--- src/tacho_cfg.svh ---
// tacho_cfg.svh: offsets, field positions, reset values and timing counts
// assumes a 100 MHz pclk; included by bare name
`ifndef TACHO_CFG_SVH
`define TACHO_CFG_SVH

`define CLK_HZ            100000000
`define WINDOW_1S_MS      1000
`define INTERVAL_200_MS   200
`define INTERVAL_CONT_MS  10
`define GAP_MIN_MS        20
`define KEY_HOLD_MS       1000
`define CYC_PER_MS        (`CLK_HZ / 1000)
`define WINDOW_CYC        (`WINDOW_1S_MS * `CYC_PER_MS)
`define INT200_CYC        (`INTERVAL_200_MS * `CYC_PER_MS)
`define INTCONT_CYC       (`INTERVAL_CONT_MS * `CYC_PER_MS)
`define KEY_HOLD_CYC      (`KEY_HOLD_MS * `CYC_PER_MS)
`define ONS_PER_UNIT      1000
`define ALARM_MAX         9999

`define REG_CTRL          12'h000
`define REG_ALARM1        12'h004
`define REG_ALARM2        12'h008
`define REG_STATUS        12'h00C
`define REG_VALUE         12'h010
`define REG_ONMON1        12'h014
`define REG_ONMON2        12'h018
`define REG_SWMON         12'h01C
`define REG_SETPT         12'h020

`define CTRL_WIDTH_BIT    0
`define CTRL_PERIOD_BIT   1
`define CTRL_CONT_BIT     2
`define CTRL_CFG_LSB      4
`define CTRL_KP_LSB       8
`define CFG_RESET         4'h0
`define CFG_RESET_2STAGE  4'h1
`define KP_RESET          3'h0
`define SETPT_RESET       32'h0000_0000
`endif

--- src/tacho_pkg.sv ---
// tacho_pkg: shared types for the tachometer measurement block
// assumes tacho_cfg.svh is compiled alongside
package tacho_pkg;
  typedef enum logic [1:0] {
    st_run    = 2'b00,
    st_armed  = 2'b01,
    st_config = 2'b10
  } mode_type;
  typedef logic [2:0] protect_type;
endpackage

--- src/tacho_pulse_measure_ctrl.sv ---
// tacho_pulse_measure_ctrl: tachometer core with key, hold and alarm control
// assumes an APB master on pclk; pins from outside are asynchronous
`timescale 1ns/1ps
`default_nettype none
`include "tacho_cfg.svh"
module tacho_pulse_measure_ctrl #(
  parameter logic        TWO_STAGE   = 1'b0,               // two-stage variant
  parameter int unsigned WINDOW_CYC  = `WINDOW_CYC,         // one-second window
  parameter int unsigned INT200_CYC  = `INT200_CYC,         // 200 ms interval
  parameter int unsigned INTCONT_CYC = `INTCONT_CYC,        // 10 ms interval
  parameter int unsigned KEY_CYC     = `KEY_HOLD_CYC        // up key hold time
) (
  input  wire logic                  pclk,          // 100 MHz clock
  input  wire logic                  presetn,       // async reset, low
  input  wire logic                  psel,          // apb select
  input  wire logic                  penable,       // apb enable
  input  wire logic                  pwrite,        // apb direction
  input  wire logic [11:0]           paddr,         // apb byte address
  input  wire logic [31:0]           pwdata,        // apb write data
  output logic [31:0]                prdata,        // apb read data
  output logic                       pready,        // apb ready
  output logic                       pslverr,       // apb error
  input  wire logic                  pulse_in,      // sensor pulse pin
  input  wire logic                  mode_key,      // mode key pin
  input  wire logic                  up_key,        // up key pin
  input  wire logic                  hold_in,       // hold input pin
  input  wire logic                  protect_sw,    // key-protect switch pin
  input  wire logic [7:0]            dip_sw,        // configuration switches
  input  wire logic                  first_cmp,     // comparator result, output 1
  input  wire logic                  second_cmp,    // comparator result, output 2
  output logic                       first_output,  // control output 1
  output logic                       second_output, // control output 2
  output logic                       count_alarm,   // output ON-count alarm
  output logic                       protect_led,   // key-protect indicator
  output logic                       config_mode,   // in configuration mode
  output tacho_pkg::protect_type     protect_lvl    // applied protect level
);
  import tacho_pkg::*;

  // two-flop synchronisers for every pin
  logic [12:0] s1_q, s2_q;
  always_ff @(posedge pclk or negedge presetn) begin
    if (!presetn) begin
      s1_q <= 13'h0000;
      s2_q <= 13'h0000;
    end else begin
      s1_q <= {dip_sw, protect_sw, hold_in, up_key, mode_key, pulse_in};
      s2_q <= s1_q;
    end
  end
  logic       pulse_s, mode_s, up_s, hold_s, prot_s;
  logic [7:0] dip_s;
  assign {dip_s, prot_s, hold_s, up_s, mode_s, pulse_s} = s2_q;
  // staged settings: control edits go to shadow, applied on return to run; alarm and set point writes apply at once
  logic [31:0] ctrl_sh_q, ctrl_sh_d, ctrl_q, ctrl_d;
  logic [31:0] alarm1_q, alarm1_d, alarm2_q, alarm2_d, setpt_q, setpt_d;
  logic        width_mode, period_mode, cont_mode;
  logic [3:0]  cfg_sel;
  assign width_mode  = ctrl_q[`CTRL_WIDTH_BIT];
  assign period_mode = ctrl_q[`CTRL_PERIOD_BIT];
  assign cont_mode   = ctrl_q[`CTRL_CONT_BIT];
  assign cfg_sel     = ctrl_q[`CTRL_CFG_LSB +: 4];

  // mode sequencing: mode key then up key held for the hold time
  mode_type    mode_q, mode_d;
  logic [31:0] key_cnt_q, key_cnt_d;
  logic        up_prev_q, keys_blocked;
  // only config-entry keys are modelled; the protect switch blocks only arming from run mode, at any protect level
  assign keys_blocked = prot_s;

  always_comb begin
    mode_d    = mode_q;
    key_cnt_d = 32'h0000_0000;
    case (mode_q)
      st_run: begin
        // up key pressed before mode key never arms
        if (mode_s && up_s && !up_prev_q && !keys_blocked) begin
          mode_d = st_armed;
        end
      end
      st_armed: begin
        if (!(mode_s && up_s)) begin
          mode_d = st_run;
        end else if (key_cnt_q >= KEY_CYC - 1) begin
          mode_d = st_config;
        end else begin
          key_cnt_d = key_cnt_q + 32'h0000_0001;
        end
      end
      st_config: begin
        if (mode_s && !up_s) begin
          mode_d = st_run;
        end
      end
      default: mode_d = st_run;
    endcase
  end

  always_ff @(posedge pclk or negedge presetn) begin
    if (!presetn) begin
      mode_q    <= st_run;
      key_cnt_q <= 32'h0000_0000;
      up_prev_q <= 1'b0;
    end else begin
      mode_q    <= mode_d;
      key_cnt_q <= key_cnt_d;
      up_prev_q <= up_s;
    end
  end
  logic in_cfg, leaving_cfg, running;
  assign in_cfg      = (mode_q == st_config);
  assign leaving_cfg = in_cfg && (mode_d == st_run);
  assign running     = !in_cfg;
  // apb slave: one access cycle, read data staged at setup; never errors
  logic        acc, wr, rd, hit;
  logic [31:0] rdata_d;
  logic        err_d;
  logic [31:0] value_q, value_d;
  logic [31:0] on1_q, on1_d, on2_q, on2_d;
  assign acc = psel && penable;
  assign wr  = acc && pwrite;
  assign rd  = psel && !penable && !pwrite; // staged so data stands with pready
  always_comb begin
    hit     = 1'b1;
    rdata_d = 32'h0000_0000;
    case (paddr)
      `REG_CTRL:   rdata_d = in_cfg ? ctrl_sh_q : ctrl_q;
      `REG_ALARM1: rdata_d = alarm1_q;
      `REG_ALARM2: rdata_d = alarm2_q;
      `REG_STATUS: rdata_d = {28'h000_0000, protect_led, count_alarm, hold_s, in_cfg};
      `REG_VALUE:  rdata_d = value_q;
      `REG_ONMON1: rdata_d = on1_q / `ONS_PER_UNIT;
      `REG_ONMON2: rdata_d = on2_q / `ONS_PER_UNIT;
      `REG_SWMON:  rdata_d = dip_s[0] ? {24'h00_0000, dip_s} : 32'h0000_0000;
      `REG_SETPT:  rdata_d = setpt_q;
      default:     hit = 1'b0;
    endcase
    // monitors are read-only
    err_d = acc && (!hit || (pwrite && (paddr == `REG_ONMON1 || paddr == `REG_ONMON2
            || paddr == `REG_SWMON || paddr == `REG_STATUS || paddr == `REG_VALUE)));
  end

  // settings writes and apply-on-exit
  always_comb begin
    ctrl_sh_d = ctrl_sh_q;
    ctrl_d    = ctrl_q;
    alarm1_d  = alarm1_q;
    alarm2_d  = alarm2_q;
    setpt_d   = setpt_q;
    // protect level and configuration are editable only out of run mode
    if (wr && in_cfg && paddr == `REG_CTRL) begin
      ctrl_sh_d = pwdata;
    end
    if (wr && paddr == `REG_ALARM1 && pwdata <= `ALARM_MAX) begin
      alarm1_d = pwdata;
    end
    if (wr && paddr == `REG_ALARM2 && pwdata <= `ALARM_MAX) begin
      alarm2_d = pwdata;
    end
    if (wr && paddr == `REG_SETPT) begin
      setpt_d = pwdata;
    end
    if (leaving_cfg) begin
      ctrl_d = ctrl_sh_q;
      if (ctrl_sh_q[`CTRL_CFG_LSB +: 4] != cfg_sel) begin
        setpt_d  = `SETPT_RESET;
        alarm1_d = 32'h0000_0000;
        alarm2_d = 32'h0000_0000;
      end
    end
  end
  // two-stage builds power up in the two-stage configuration
  localparam logic [3:0]  CFG_RST  = TWO_STAGE ? `CFG_RESET_2STAGE : `CFG_RESET;
  localparam logic [31:0] CTRL_RST = {24'h00_0000, CFG_RST, 4'h0};

  always_ff @(posedge pclk or negedge presetn) begin
    if (!presetn) begin
      ctrl_sh_q <= CTRL_RST;
      ctrl_q    <= CTRL_RST;
      alarm1_q  <= 32'h0000_0000;
      alarm2_q  <= 32'h0000_0000;
      setpt_q   <= `SETPT_RESET;
      prdata    <= 32'h0000_0000;
      pready    <= 1'b0;
      pslverr   <= 1'b0;
    end else begin
      ctrl_sh_q <= (mode_q != st_config && mode_d == st_config) ? ctrl_q : ctrl_sh_d;
      ctrl_q    <= ctrl_d;
      alarm1_q  <= alarm1_d;
      alarm2_q  <= alarm2_d;
      setpt_q   <= setpt_d;
      prdata    <= rd ? rdata_d : 32'h0000_0000;
      pready    <= psel && !penable;
      pslverr   <= err_d && psel && penable && 1'b0 || (psel && !penable && 1'b0);
    end
  end
  // cycle-mode measurement: count rising edges, latch each interval
  logic        pulse_prev_q, rise;
  logic [31:0] edge_cnt_q, edge_cnt_d, win_q, win_d, intv_q, intv_d, per_q, per_d;
  logic [31:0] intv_len, gap_q, gap_d, hz_q, hz_d;
  logic [31:0] width_v;
  assign rise     = pulse_s && !pulse_prev_q;
  assign intv_len = cont_mode ? INTCONT_CYC : INT200_CYC;

  tacho_pulse_width u_width (
    .pclk    (pclk),
    .presetn (presetn),
    .run     (running && width_mode),
    .level   (pulse_s),    // relies on at least 20 ms off time
    .width_q (width_v)
  );

  always_comb begin
    edge_cnt_d = edge_cnt_q;
    win_d      = win_q + 32'h0000_0001;
    intv_d     = intv_q + 32'h0000_0001;
    per_d      = per_q + 32'h0000_0001;
    value_d    = value_q;
    gap_d      = gap_q;
    hz_d       = hz_q;
    if (rise) begin
      edge_cnt_d = edge_cnt_q + 32'h0000_0001;
      per_d      = 32'h0000_0001;
      gap_d      = per_q;
    end
    if (win_q >= WINDOW_CYC - 1) begin
      win_d      = 32'h0000_0000;
      edge_cnt_d = {31'h0000_0000, rise};
      hz_d       = edge_cnt_q;
    end
    if (intv_q >= intv_len - 32'h0000_0001) begin
      intv_d = 32'h0000_0000;
      // hz is pulses in the last full window; period is cycles between edges
      value_d = period_mode ? gap_q : hz_q;
    end
    if (width_mode) begin
      value_d = width_v; // no-pulse zeroing skipped here
    end
    if (hold_s) begin
      value_d = value_q;
    end
    if (!running) begin
      value_d    = 32'h0000_0000;
      edge_cnt_d = 32'h0000_0000;
      win_d      = 32'h0000_0000;
      intv_d     = 32'h0000_0000;
    end
  end

  always_ff @(posedge pclk or negedge presetn) begin
    if (!presetn) begin
      pulse_prev_q <= 1'b0;
      edge_cnt_q   <= 32'h0000_0000;
      win_q        <= 32'h0000_0000;
      intv_q       <= 32'h0000_0000;
      per_q        <= 32'h0000_0000;
      value_q      <= 32'h0000_0000;
      gap_q        <= 32'h0000_0000;
      hz_q         <= 32'h0000_0000;
    end else begin
      pulse_prev_q <= pulse_s;
      edge_cnt_q   <= edge_cnt_d;
      win_q        <= win_d;
      intv_q       <= intv_d;
      per_q        <= per_d;
      value_q      <= value_d;
      gap_q        <= gap_d;
      hz_q         <= hz_d;
    end
  end

  // outputs, ON counts and alarm
  logic o1_d, o2_d, alarm_d;
  always_comb begin
    o1_d  = first_cmp;
    o2_d  = second_cmp;
    on1_d = on1_q;
    on2_d = on2_q;
    if (hold_s) begin
      o1_d = first_output;
      o2_d = second_output;
    end
    if (!running) begin
      o1_d = 1'b0;
      o2_d = 1'b0;
    end
    if (o1_d && !first_output) begin
      on1_d = on1_q + 32'h0000_0001;
    end
    if (o2_d && !second_output) begin
      on2_d = on2_q + 32'h0000_0001;
    end
    // zero threshold disables that alarm; alarm is sticky until reset
    alarm_d = count_alarm
      || (alarm1_q != 32'h0000_0000 && on1_q > alarm1_q * `ONS_PER_UNIT)
      || (alarm2_q != 32'h0000_0000 && on2_q > alarm2_q * `ONS_PER_UNIT);
  end

  always_ff @(posedge pclk or negedge presetn) begin
    if (!presetn) begin
      first_output  <= 1'b0;
      second_output <= 1'b0;
      on1_q         <= 32'h0000_0000;
      on2_q         <= 32'h0000_0000;
      count_alarm   <= 1'b0;
      protect_led   <= 1'b0;
      config_mode   <= 1'b0;
      protect_lvl   <= `KP_RESET;
    end else begin
      first_output  <= o1_d;
      second_output <= o2_d;
      on1_q         <= on1_d;
      on2_q         <= on2_d;
      count_alarm   <= alarm_d;
      protect_led   <= prot_s;
      config_mode   <= (mode_d == st_config);
      protect_lvl   <= ctrl_q[`CTRL_KP_LSB +: 3];
    end
  end

  // entering config mode forces both outputs off next cycle
  property p_cfg_off;
    @(posedge pclk) disable iff (!presetn)
      in_cfg |=> (!first_output && !second_output && value_q == 32'h0000_0000);
  endproperty
  a_cfg_off: assert property (p_cfg_off) else $error("outputs on in config");

  property p_led;
    @(posedge pclk) disable iff (!presetn) prot_s |=> protect_led;
  endproperty
  a_led: assert property (p_led) else $error("protect led dark");
  property p_alarm_sticky;
    @(posedge pclk) disable iff (!presetn) count_alarm |=> count_alarm;
  endproperty
  a_alarm_sticky: assert property (p_alarm_sticky) else $error("count alarm dropped");
  property p_hold_out;
    @(posedge pclk) disable iff (!presetn) (hold_s && running) |=>
      ($stable(first_output) && $stable(second_output));
  endproperty
  a_hold_out: assert property (p_hold_out) else $error("outputs moved in hold");
  property p_ctrl_apply;
    @(posedge pclk) disable iff (!presetn) !leaving_cfg |=> $stable(ctrl_q);
  endproperty
  a_ctrl_apply: assert property (p_ctrl_apply) else $error("settings applied early");
endmodule
`default_nettype wire

--- src/tacho_pulse_width.sv ---
// tacho_pulse_width: measures input ON time in pclk cycles
// assumes a synchronised input level from the same clock
`timescale 1ns/1ps
`default_nettype none
module tacho_pulse_width (
  input  wire logic        pclk,     // system clock
  input  wire logic        presetn,  // async reset, low
  input  wire logic        run,      // measuring allowed
  input  wire logic        level,    // synchronised pulse level
  output logic [31:0]      width_q   // last measured ON width
);
  logic [31:0] cnt_q, cnt_d, width_d;
  logic        lvl_q;

  // count while on; latch on the falling edge, clear when not run, hold otherwise
  always_comb begin
    cnt_d   = cnt_q;
    width_d = width_q;
    if (!run) begin
      cnt_d   = 32'h0000_0000;
      width_d = 32'h0000_0000;
    end else if (level) begin
      cnt_d = cnt_q + 32'h0000_0001;
    end else if (lvl_q) begin
      width_d = cnt_q;
      cnt_d   = 32'h0000_0000;
    end
  end

  always_ff @(posedge pclk or negedge presetn) begin
    if (!presetn) begin
      cnt_q   <= 32'h0000_0000;
      width_q <= 32'h0000_0000;
      lvl_q   <= 1'b0;
    end else begin
      cnt_q   <= cnt_d;
      width_q <= width_d;
      lvl_q   <= run & level;
    end
  end

  // no new pulse means the old width stays
  property p_width_hold;
    @(posedge pclk) disable iff (!presetn)
      (run && !level && !lvl_q && $past(run)) |=> (width_q == $past(width_q));
  endproperty
  a_width_hold: assert property (p_width_hold) else $error("width not held");
endmodule
`default_nettype wire

--- config.mk ---
export PLATFORM = sky130hd
export DESIGN_NAME = tacho_pulse_measure_ctrl
export DESIGN_NICKNAME = d
export VERILOG_FILES = /design/src/tacho_pkg.sv /design/src/tacho_pulse_measure_ctrl.sv /design/src/tacho_pulse_width.sv
export VERILOG_INCLUDE_DIRS = /design/src
export SDC_FILE = /design/constraint.sdc
export NUM_CORES = 2
export LEC_CHECK = 0
export ABC_AREA = 1
export BUFFER_PORTS_ARGS = -buffer_cell sky130_fd_sc_hd__clkbuf_2
export CAP_MARGIN = 20
export CORE_ASPECT_RATIO = 1.1
export CORE_MARGIN = 2
export CORE_UTILIZATION = 35
export DETAILED_ROUTE_END_ITERATION = 8
export SLEW_MARGIN = 20
export SYNTH_ARGS = -nofsm -noshare
export SYNTH_HDL_FRONTEND = slang
export SYNTH_SLANG_ARGS = --single-unit
export TNS_END_PERCENT = 100
--- constraint.sdc ---
create_clock -name pclk -period 10.8 [get_ports pclk]
set_input_delay 1.08 -clock pclk [delete_from_list [all_inputs] [get_ports pclk]]
set_output_delay 1.08 -clock pclk [all_outputs]
set_load 0.01 [all_outputs]
# Yosys cells after proc, flatten, opt, wreduce, memory -nomap -nowiden
# Cells that the tools add are included.
[classes]
addsub = 9
mul = 2
n_div = 2
magnitude_cmp = 6
eq_ne = 17
muxes = 47
bitwise = 1
reduce_logical = 44
[op_table]
columns = ["cell", "n"]
rows = [
  ["2-to-1 mux 32 bit", 35],
  ["case mux 32 bit (9 select lines)", 1],
  ["adder 32 x 1 -> 32 bit, second input constant", 8],
  ["divider 32 x 10 -> 32 bit, second input constant", 2],
  [">= comparator 32 x 27 -> 1 bit, second input constant", 2],
  ["greater-than comparator 32 bit", 2],
  ["multiplier 32 x 7 -> 29 bit, second input constant", 2],
  ["nonzero test 32 bit", 2],
  ["equality test 12 x 5 -> 1 bit, second input constant", 4],
  [">= comparator 32 bit", 1],
  ["less-or-equal comparator 32 x 14 -> 1 bit, second input constant", 1],
  ["subtractor 25 x 1 -> 26 bit, second input constant", 1],
  ["2-to-1 mux 25 bit", 1],
  ["equality test 12 x 4 -> 1 bit, second input constant", 2],
  ["logical AND 1 bit", 23],
  ["equality test 12 x 3 -> 1 bit, second input constant", 1],
  ["equality test 12 x 6 -> 1 bit, second input constant", 1],
  ["zero test 12 bit", 1],
  ["zero test 1 bit", 9],
  ["2-to-1 mux 2 bit", 4],
  ["2-to-1 mux 8 bit", 1],
  ["!= test 2 bit, second input constant", 3],
  ["case mux 2 bit (3 select lines)", 1],
  ["nonzero test 3 bit", 2],
  ["11 further kinds", 18],
]
[word_totals]
reg_bits = 616
output_inout_bits = 42

# Logic depth before layout (Yosys ltp)
[logic_depth]
word_depth = 8
ltp_mapped = 139

# Cells and area by module
# A second synthesis with hierarchy kept.
[hier_totals]
cells_unflattened = 5077
hier_area_um2 = 42628.4
[modules_own_cells]
columns = ["module", "n_inst", "cells_per_inst", "area_each_um2", "seq_area_each_um2"]
rows = [
  ["tacho_pulse_measure_ctrl", 1, 4584, 39098.7, 13788.2],
  ["tacho_pulse_width", 1, 493, 3529.6, 1626.6],
]

# Least setup slack after synthesis
# Ideal clock, no wire load.
[synth_timing]
path_type = "input-to-reg"
startpoint = "input port paddr[5]"
endpoint = "register prdata[0]"
setup_ns = 0.073
arrival_ns = 12.178
slack_ns = -1.451
stages = 118
n_path_buf = 1
cell_sequence = "inv_1 nand2_1 nor2_2 nand2_1 nor2_4 buf_6 nand2_1 nand2_1 nor2_1 nand2_2 o2111ai_2 nor2_2 nand2_4 nand2_4 o21ai_1 nor2_1 nand3_2 nand2_2 [... 82 more ...] nand4_2 nand3_1 nand3_2 nand2_1 inv_2 nand2_4 nand2_4 nand2_1 nand2_2 nor2_2 nand3_1 nand2_1 nand2_1 nand2_1 nand2_1 o21bai_1 nand2_1 a21oi_2"
[synth_lines]
columns = ["item", "line_no", "source"]
rows = [
  ["start: declaration", "tacho_pulse_measure_ctrl.sv:18", "input wire logic [11:0] paddr,"],
  ["end signal: assignment", "tacho_pulse_measure_ctrl.sv:192", "prdata <= rd ? rdata_d : 32'h0000_0000;"],
  ["end: declaration", "tacho_pulse_measure_ctrl.sv:20", "output logic [31:0] prdata,"],
]

==> flow_summary.ini <==
[global_route]
grt_overflow = 0
track_usage = 0.1919
grt_pass1_wl_um = 187900
grt_max_degree = 129
grt_pass1_vias = 35101
antenna_found_initial = 6

[floorplan]
die_h_um = 365.4
start_util = 0.3529
die_area_mm2 = 0.1215
die_width_um = 332.6
ios = 106
core_area_mm2 = 0.1178
row_count = 132

[worst_setup_path]
cp_common_cell = nand2_4
worstSetupStartpoint = paddr[0]
critPathKind = primary input to register
cp-end-kind = register
arrival_ps = 13760
required_ps = 11400
start_kind = primary input
slowest_stage = nor2_4
cp_max_fo = 8
r2r-end = prdata[0]
setup.worst_path.end = prdata[0]
rr_startpoint = on1_q[30]
r2r_setup_slack_ps = -1780
reg2reg_depth = 116
slowest_delay_ps = 250

[drt]
final_antenna_net_count = 0
drc = 0
drtPass1Iterations = 5
wire_per_inst_um = 16.49
wirelength_um = 117300
vias_per_cell = 4.968
initialDrtViolationCount = 2161
vias = 35340

[run]
maxCapViolCount = 0

[yosys]
async_reset_ff_frac = 1.000
ys.flop_type = dfrtp_1
synth_largest_area_cell = dfrtp_1
syn_area_mm2 = 0.04156
ys_seq_elements = 616
seq_area_frac_synth = 0.3709
synth_edf_count = 0
yosysMostFrequentCell = nand2_1
netlist_instances = 5031
synthTopCellsByArea = dfrtp_1, fa_1, nand2_1
syn_avg_cell_area_um2 = 8.261
synth_common_cells = nand2_1, inv_1, dfrtp_1
ys_warn_count = 0
yosys.cell_types.count = 74
synth_top_area_frac = 0.3709

[sta]
period_minus_slack_ps = 13160
timing.final.crit_share = 1.218
clock.fmax_mhz = 75.99
setup_slack_ps = -2360
rsz0062_at_grt = yes
worst_pin_slew_ps = 1173
final-max-slew-violation-count = 0
relSlewSlack = 0.1975
timing.hold.ws_ps = 346.1
finalSetupViolCount = 7
finClkSkew_ps = 34.71
tns_ps = -9436
hold_viol = 0

[clocking]
clock_latency_ps = 690
clk_pin_slew_ps = 60
htree_levels = 3
clock_sinks = 616
cts_buffer_depth = 3
cts_made_buffers = 73
cts_tree = yes
root_buffer = clkbuf_16
hold_buffers = 0

[placed_design]
placed_area_mm2 = 0.04612
port_buffers = 104
gp_congestion = 0.9266
dpl.hpwl_um = 86830
pre_cts_slack_ps = -3080

[worst_hold_path]
hold_path_class = register to register

[final_layout]
fin_area_mm2 = 0.05113
area_delta_synth_final_pct = 23.01
drive_above_1_share = 0.2087
fin_nets = 5973

[status]
status = complete, but fails checks
violations = setup timing

[power]
p_leak_uw = 0.02412
ir_drop_uv = 442.2
total_power_uw = 15390
power_density_mw_per_mm2 = 301.0
kinds of logic (layout without fill, tap and decap cells):
logic type,after synthesis,after routing,share of synthesized area
compound gates,885,885,0.1266
xor+xnor,173,173,0.03646
fa+ha+maj,401,401,0.1536
buf+inv,878,1393,0.08077
flops,616,616,0.3709
mux,3,3,0.0008128
other cells,1,22,0.00009023
simple gates,2074,2079,0.2308
placed cells by master, fill, tap and decap left out, types with 74 or more instances in the layout:
master     synthesis  layout
nand2_1          922     833
inv_1            690     686
dfrtp_1          616     615
buf_4              3     400
nor2_1           426     391
o21ai_0          298     293
a21oi_1          265     250
ha_1             219     219
nand3_1          260     186
fa_1             182     182
nor3_1           138     130
nand2_2           85     128
xor2_1           123     120
clkbuf_2           0     103
nand3_2           25      75
clkbuf_16          0      74
final cells by class:
type | instances | area (um^2)
Inverter | 746 | 2864
Timing Repair Buffer | 513 | 3652
Clock inverter | 31 | 539.3
Fill cell | 11534 | 66630
Tap cell | 1541 | 1928
Sequential cell | 616 | 15420
Multi-Input combinational cell | 3558 | 24590
Clock buffer | 103 | 2121
Antenna cell | 5 | 12.51
power by group:
group / switching (uW) / internal, uW
clock: 1080 / 1610
combinational: 5630 / 4290
sequential: 255 / 2530
total: 6970 / 8420
worst min path at each step:
stage / from / to / slack (ps) / cells after the start
2_1_floorplan: s1_q[0] / s2_q[0] / 330 / 0
3_3_place_gp: s1_q[4] / s2_q[4] / 330 / 0
3_5_place_dp: s1_q[1] / s2_q[1] / 340 / 0
4_1_cts: s1_q[1] / s2_q[1] / 350 / 0
5_1_grt: s1_q[7] / s2_q[7] / 350 / 0
6_report: s1_q[4] / s2_q[4] / 350 / 0
metal layers:
| metal | global-route usage | up-vias | share of wire |
|---|---|---|---|
| li1 | - | 17477 | - |
| met1 | 0.2463 | 16990 | 0.43 |
| met2 | 0.3311 | 695 | 0.49 |
| met3 | 0.02721 | 176 | 0.048 |
| met4 | 0.06586 | 2 | 0.030 |
| met5 | 0 | - | 0.000060 |
per-stage QoR:
step | util | instances
finish | 0.4342 | 7113
global route | 0.4341 | 7110
CTS | 0.4260 | 7069
detailed placement | 0.3917 | 6869
global placement | 0.3917 | 6869
floorplan | - | 5047
critical path: cells and delay by family:
| family | cells | cell delay, ps |
|---|---|---|
| AND/OR/NAND/NOR | 97 | 10290 |
| buffers and inverters | 13 | 1050 |
| AO/OA/AOI/OAI | 10 | 1290 |
state kept, by name, indices dropped and copies added, names as in the netlist, 3 cells and up:
register,flops
ctrl_q,32
s2_q,13
protect_lvl,3
gap_q,32
hz_q,32
edge_cnt_q,32
alarm1_q,32
key_cnt_q,32
intv_q,32
value_q,32
u_width.width_q,32
u_width.cnt_q,32
ctrl_sh_q,32
alarm2_q,32
s1_q,13
on1_q,32
per_q,32
on2_q,32
prdata,32
win_q,32
setpt_q,32
timing repair:
item / in CTS / in global routing
endpoints found under the setup margin: 6 / 8
gates resized for setup: 205 / 151
pin swaps: 84 / 120
buffers inserted: 61 / 39
cloned: 5 / 0
(Power assumes the default switching activity.)
